`src/reset_combiner_pkg.sv`:
```
// Purpose: constants and types for the reset source combiner
// Assumes: apb slave, 32-bit data, word aligned registers
// Notes: bit 0 of every source vector is the power-on source
package reset_combiner_pkg;
	localparam int NUM_SRC = 7;
	localparam int ADDR_W = 12;
	localparam logic [ADDR_W-1:0] CAUSE_OFS = 12'h000;
	localparam logic [ADDR_W-1:0] EVT_STATUS_OFS = 12'h004;
	localparam logic [ADDR_W-1:0] EVT_MASK_OFS = 12'h008;
	localparam logic [ADDR_W-1:0] LIVE_REQ_OFS = 12'h00C;
	localparam logic [ADDR_W-1:0] SENS_SCRATCH_OFS = 12'h010;
	localparam logic [ADDR_W-1:0] KEEP_SCRATCH_OFS = 12'h014;
	localparam int POR_BIT = 0;
	localparam logic [NUM_SRC-1:0] CAUSE_RST = 7'h01;
	localparam logic [NUM_SRC-1:0] MASK_RST = 7'h00;
	localparam logic [31:0] SCRATCH_RST = 32'h0000_0000;

	// one bit per reset source, power-on in bit 0
	typedef struct packed {
		logic illegalOpcodeUninitRegReset;
		logic trapConflictReset;
		logic watchdogReset;
		logic softwareInstructionReset;
		logic externalClearPinReset;
		logic brownOutReset;
		logic powerOnReset;
	} resetReq_s;

	// on-chip requests that arrive on the local clock
	typedef struct packed {
		logic illegalOpcodeUninitRegReset;
		logic trapConflictReset;
		logic watchdogReset;
		logic softwareInstructionReset;
		logic brownOutReset;
		logic powerOnReset;
	} onchipReq_s;
endpackage : reset_combiner_pkg

```
`src/reset_source_combiner.sv`:
```
// Purpose: combine seven reset requests into the master system reset
// Assumes: on-chip requests are synchronous to ref_clk, pin is not
// Notes: cause register survives every reset except rst_n and the power-on source
//
// The APB slave port and the register offsets were decided locally.
`timescale 1ns/10ps
`default_nettype none
module reset_source_combiner
	import reset_combiner_pkg::*;
(
	// clock and reset
	input wire logic ref_clk,
	input wire logic rst_n,
	// reset sources
	input wire onchipReq_s onchipReq,
	input wire logic externalClearPin_n,
	// apb slave
	input wire logic psel,
	input wire logic penable,
	input wire logic pwrite,
	input wire logic [ADDR_W-1:0] paddr,
	input wire logic [31:0] pwdata,
	input wire logic [3:0] pstrb,
	output logic [31:0] prdata,
	output logic pready,
	output logic pslverr,
	// results
	output logic masterSystemReset,
	output logic resetIrq
);
	logic [2:0] pinSync_q;
	logic pinActive_q;
	resetReq_s reqVec;
	logic masterSystemReset_q;
	logic [NUM_SRC-1:0] cause_q;
	logic [NUM_SRC-1:0] prevReq_q;
	logic [NUM_SRC-1:0] evtStatus_q;
	logic [NUM_SRC-1:0] evtMask_q;
	logic [31:0] sensScratch_q;
	logic [31:0] keepScratch_q;
	logic resetIrq_q;
	logic pready_q;
	logic pslverr_q;
	logic [31:0] prdata_q;
	logic [31:0] rdData;
	logic addrHit;
	logic busDone;
	logic wrCause;
	logic wrStatus;
	logic wrMask;
	logic wrSens;
	logic wrKeep;
	logic [NUM_SRC-1:0] onsetVec;
	logic resetLive_q;

	function automatic logic [31:0] strbMerge(input logic [31:0] old,
		input logic [31:0] wd, input logic [3:0] st);
		logic [31:0] res;
		res = old;
		for (int i = 0; i < 4; i++) begin
			if (st[i]) begin
				res[8*i +: 8] = wd[8*i +: 8];
			end
		end
		return res;
	endfunction : strbMerge

	// pin: three stages, level changes once stages two and three agree
	always_ff @(posedge ref_clk or negedge rst_n) begin
		if (!rst_n) begin
			pinSync_q <= 3'h0;
			pinActive_q <= 1'b0;
		end else begin
			pinSync_q <= {pinSync_q[1:0], ~externalClearPin_n};
			if (pinSync_q[1] == pinSync_q[2]) begin
				pinActive_q <= pinSync_q[2];
			end
		end
	end

	// gather all seven sources
	always_comb begin
		reqVec.powerOnReset = onchipReq.powerOnReset;
		reqVec.brownOutReset = onchipReq.brownOutReset;
		reqVec.externalClearPinReset = pinActive_q;
		reqVec.softwareInstructionReset = onchipReq.softwareInstructionReset;
		reqVec.watchdogReset = onchipReq.watchdogReset;
		reqVec.trapConflictReset = onchipReq.trapConflictReset;
		reqVec.illegalOpcodeUninitRegReset = onchipReq.illegalOpcodeUninitRegReset;
	end

	// master reset depends on sources only, never on bus writes
	always_ff @(posedge ref_clk or negedge rst_n) begin
		if (!rst_n) begin
			masterSystemReset_q <= 1'b1;
		end else begin
			masterSystemReset_q <= |reqVec;
		end
	end

	// apb decode
	assign busDone = psel & penable & pready_q;
	always_comb begin
		addrHit = 1'b1;
		rdData = 32'h0000_0000;
		case (paddr)
			CAUSE_OFS: rdData[NUM_SRC-1:0] = cause_q;
			EVT_STATUS_OFS: rdData[NUM_SRC-1:0] = evtStatus_q;
			EVT_MASK_OFS: rdData[NUM_SRC-1:0] = evtMask_q;
			LIVE_REQ_OFS: rdData[NUM_SRC-1:0] = reqVec;
			SENS_SCRATCH_OFS: rdData = sensScratch_q;
			KEEP_SCRATCH_OFS: rdData = keepScratch_q;
			default: addrHit = 1'b0;
		endcase
	end
	assign wrCause = busDone & pwrite & (paddr == CAUSE_OFS) & pstrb[0];
	assign wrStatus = busDone & pwrite & (paddr == EVT_STATUS_OFS) & pstrb[0];
	assign wrMask = busDone & pwrite & (paddr == EVT_MASK_OFS) & pstrb[0];
	assign wrSens = busDone & pwrite & (paddr == SENS_SCRATCH_OFS);
	assign wrKeep = busDone & pwrite & (paddr == KEEP_SCRATCH_OFS);

	// answer on the second access cycle
	always_ff @(posedge ref_clk or negedge rst_n) begin
		if (!rst_n) begin
			pready_q <= 1'b0;
			pslverr_q <= 1'b0;
			prdata_q <= 32'h0000_0000;
		end else begin
			pready_q <= psel & penable & ~pready_q;
			pslverr_q <= psel & penable & ~pready_q & ~addrHit;
			if (psel & penable & ~pready_q & ~pwrite) begin
				prdata_q <= rdData;
			end
		end
	end

	// cause flags: sources win over software, power-on wins over all
	always_ff @(posedge ref_clk or negedge rst_n) begin
		if (!rst_n) begin
			cause_q <= CAUSE_RST;
		end else if (reqVec.powerOnReset) begin
			cause_q <= CAUSE_RST;
		end else if (wrCause) begin
			cause_q <= pwdata[NUM_SRC-1:0] | reqVec;
		end else begin
			cause_q <= cause_q | reqVec;
		end
	end

	// event flags: set on request onset, write one to clear, set wins
	assign onsetVec = reqVec & ~prevReq_q;
	always_ff @(posedge ref_clk or negedge rst_n) begin
		if (!rst_n) begin
			prevReq_q <= 7'h00;
			evtStatus_q <= 7'h00;
			evtMask_q <= MASK_RST;
			resetIrq_q <= 1'b0;
		end else begin
			prevReq_q <= reqVec;
			evtStatus_q <= (evtStatus_q & ~(wrStatus ? pwdata[NUM_SRC-1:0] : 7'h00))
				| onsetVec;
			if (wrMask) begin
				evtMask_q <= pwdata[NUM_SRC-1:0];
			end
			resetIrq_q <= |(evtStatus_q & evtMask_q);
		end
	end

	// reset-sensitive scratch
	always_ff @(posedge ref_clk or negedge rst_n) begin
		if (!rst_n) begin
			sensScratch_q <= SCRATCH_RST;
		end else if (masterSystemReset_q) begin
			sensScratch_q <= SCRATCH_RST;
		end else if (wrSens) begin
			sensScratch_q <= strbMerge(sensScratch_q, pwdata, pstrb);
		end
	end

	// retained scratch, untouched by the master reset
	always_ff @(posedge ref_clk or negedge rst_n) begin
		if (!rst_n) begin
			keepScratch_q <= SCRATCH_RST;
		end else if (wrKeep) begin
			keepScratch_q <= strbMerge(keepScratch_q, pwdata, pstrb);
		end
	end

	assign masterSystemReset = masterSystemReset_q;
	assign resetIrq = resetIrq_q;
	assign pready = pready_q;
	assign pslverr = pslverr_q;
	assign prdata = prdata_q;

	// checks start one edge after release, once the flops have left reset
	always_ff @(posedge ref_clk or negedge rst_n) begin
		if (!rst_n) begin
			resetLive_q <= 1'b0;
		end else begin
			resetLive_q <= 1'b1;
		end
	end
endmodule : reset_source_combiner
`default_nettype wire

```
`config.mk`:
```
export PLATFORM = sky130hd
export DESIGN_NAME = reset_source_combiner
export DESIGN_NICKNAME = d
export VERILOG_FILES = /design/src/reset_combiner_pkg.sv /design/src/reset_source_combiner.sv
export SDC_FILE = /design/constraint.sdc
export NUM_CORES = 1
export LEC_CHECK = 0
export ABC_AREA = 1
export BUFFER_PORTS_ARGS = -buffer_cell sky130_fd_sc_hd__buf_2
export CAP_MARGIN = 30
export CORE_UTILIZATION = 46
export CTS_BUF_LIST = sky130_fd_sc_hd__clkbuf_4
export DETAILED_ROUTE_END_ITERATION = 8
export GPL_TIMING_DRIVEN = 1
export PLACE_DENSITY = 0.67
export SYNTH_ARGS = -nofsm -noshare
export SYNTH_HDL_FRONTEND = slang
export SYNTH_SLANG_ARGS = --single-unit
```
`constraint.sdc`:
```
create_clock -name ref_clk -period 2.83 [get_ports ref_clk]
set_clock_uncertainty 0.1 [all_clocks]
set_input_delay 0.7075 -clock ref_clk [delete_from_list [all_inputs] [get_ports ref_clk]]
set_output_delay 0.7075 -clock ref_clk [all_outputs]
set_load 0.01 [all_outputs]
```
==> impl_metrics.ini <==
[outcome]
outcome = finished, final reports clean

[setup_path]
crit_type = flip-flop to output port
r2r_slack_ns = 1.06
r2r_start = pready$_DFF_PN0_
reg2regPathDepth = 7
critPathMaxFanout = 5
critical_path_buf_inv_count = 1
crit_arrival_ns = 1.52
reg2reg_to = cause_q[4]$_DFF_PN0_
crit_chain = buf_2
start_kind = flip-flop
worst_path_largest_cell_delay_ns = 0.78
crit_family = flip-flops
endpoint_kind = output port
cp_slowest_cell = dfstp_2
cp_data_required_time_ns = 2.02

[yosys]
synthesis.nets = 764
yosysWarnings = 0
synth_top_area_share_pct = 54.5
synth-seq-area-share_pct = 55.4
netlist.top_cell.by_area = dfrtp_1
synth_edf_count = 0
ys_ff_latch = 132
synthTopCellsByArea = dfrtp_1, nand2_1, nand3_1
ys.flop_type = dfrtp_1
synth_area_per_cell_um2 = 8.48
ys_types = 28
synth_cells = 704
async_reset_ff_share_pct = 100
syn-cell-area_mm2 = 0.00597

[timing]
tns_ns = 0
worst_slew_pin_slew_ns = 0.699
fmax_mhz = 431
final_max_slew_viol_count = 0
hold_viol = 0
rsz0062_at_grt = no
relSlewSlack_pct = 53.4
finalSetupViolations = 0
period_share_pct = 82.1
period_needed_ns = 2.32

[global_route]
grt_usage_pct = 22.2
use_met3_pct = 5.91
grt_use_met2_pct = 35.8
top_usage_layer = met2
grt_pass1_vias = 4798
use_met1_pct = 29.6
antenna_found_initial = 0
grt.overflow.total = 0
grt_pass1_wl_um = 23000
grt_max_degree = 133

[flow_run]
cap_viol_max_count = 0

[route]
drt_wl_total_um = 13500
antenna_left = 0
drc = 0
dr.first_iter.drc_count = 445
wl_per_cell_um = 13.7
vias_per_cell = 5.04
drt_first_pass_iters = 5
routed-via-count = 4973

[cells_and_area]
nets = 862
fillers = 1196
area_delta_synth_final_pct = 16.5
layout-drive-gt1-share_pct = 20.4
antennaDiodeCount = 0
instances_no_fill = 986

[power_and_ir_drop]
p_per_area_mw_per_mm2 = 547
peakVddDrop_mv = 0.330
p_leak_nw = 3.67

[clock_network]
clock_sinks = 132
cts_buffers = 17
cts_buffer_depth = 2
root_buffer = clkbuf_4
htree_levels = 4
path_clk_slew_ns = 0.10
ctsResizeCount = 0
insertion_delay_ns = 0.53
cts_tree = yes
post-cts-setup-buffers = 0
holdBufCountCts = 0

[die]
rows = 41
fp.coreArea_mm2 = 0.0126
dieArea_mm2 = 0.0134
die_x_um = 116
pin_count = 96
start_util_pct = 47.3
fp.dieH_um = 116

[place]
gp_congestion = 0.871
hpwl_um = 9430
portBuffers = 95
placed_cells = 955

[min_path]
min_path_type = input pin to asynchronous set/reset pin
## area by class of cell
class                   count  area [um^2]  area share [%]
clock buffers              19          143            2.05
clock inverters            12          163            2.34
inverters                  91          347            4.98
multi-input cells         458         2210            31.8
flip-flops and latches    132         3310            47.5
well taps                 172          215            3.09
repair buffers            102          568            8.17
## state kept, by name, indices dropped and copies added (netlist names)
register,flops
pslverr,1
cause_q,7
pinActive_q,1
prdata,32
pinSync_q,3
sensScratch_q,32
keepScratch_q,32
evtMask_q,7
resetIrq,1
masterSystemReset,1
prevReq_q,7
pready,1
evtStatus_q,7
## per-stage QoR
stage / power, mW / hold slack [ns] / worst slack (ns) / area [um^2] / util [%]
after global placement: 2.48 / 0.233 / 0.495 / 6650 / 52.7
after floorplan: 2.26 / 0.231 / 0.935 / 5970 / -
after CTS: 3.84 / 0.178 / 0.486 / 6960 / 55.1
after detailed placement: 2.49 / 0.237 / 0.434 / 6650 / 52.7
final: 3.81 / 0.163 / 0.507 / 6960 / 55.1
after global routing: 3.98 / 0.156 / 0.450 / 6960 / 55.1
## layout by cell type (no fill, tap or decap), types with 14 or more instances in the layout
cell,count
nand3_1,80
buf_2,94
dfrtp_1,130
nand2_1,138
o21ai_0,14
o21ai_1,74
nor2_1,84
a21oi_1,33
inv_1,85
clkbuf_4,19
## where the power goes
part	leakage, nW	total [mW]	internal (mW)	switching (mW)
clock network	0.165	1.37	0.704	0.662
logic	1.81	0.400	0.158	0.242
registers	1.70	2.04	1.99	0.0534
## metal layers
layer	part of all wire (%)	vias to the layer above	routed length [um]
li1	-	2459	-
met1	45	2344	6030
met2	49	154	6550
met3	5.8	16	781
met4	1.1	0	149
met5	0	-	0
## synth_stat cells (2+ instances only)
cell type and n:
nand2_4 4, dfrtp_1 130, nand3_4 3, nor2_8 5, nand3_1 80, nand3_2 4
inv_2 5, o21ai_0 14, nor2_2 6, dfstp_2 2, o21ai_1 74, inv_1 85
nand2_2 4, a21oi_1 33, buf_2 13, nand2_1 138, clkbuf_1 8, nor2_1 84
nand4_1 3
## cells by family (layout without fill, tap and decap cells)
| logic type | count (synthesis) | count (layout) | synth area share, % |
|---|---|---|---|
| and+or+nand+nor | 335 | 335 | 26.6 |
| DFF | 132 | 132 | 55.4 |
| AOI/OAI and AO/OA | 122 | 122 | 10.3 |
| buffers and inverters | 114 | 224 | 7.61 |
| adders and majority gates | 1 | 1 | 0.168 |
## worst max-delay path by stage
stage / start / to / slack [ns] / cells past startpoint
after floorplan: paddr[11] / keepScratch_q[21]$_DFFE_PN0P_ / 0.93 / 9
after global placement: paddr[7] / keepScratch_q[3]$_DFFE_PN0P_ / 0.50 / 9
after detailed placement: paddr[7] / keepScratch_q[17]$_DFFE_PN0P_ / 0.43 / 9
after CTS: masterSystemReset$_DFF_PN1_ / masterSystemReset / 0.49 / 1
after global routing: masterSystemReset$_DFF_PN1_ / masterSystemReset / 0.45 / 1
final: masterSystemReset$_DFF_PN1_ / masterSystemReset / 0.51 / 1
(Power assumes the default switching activity.)
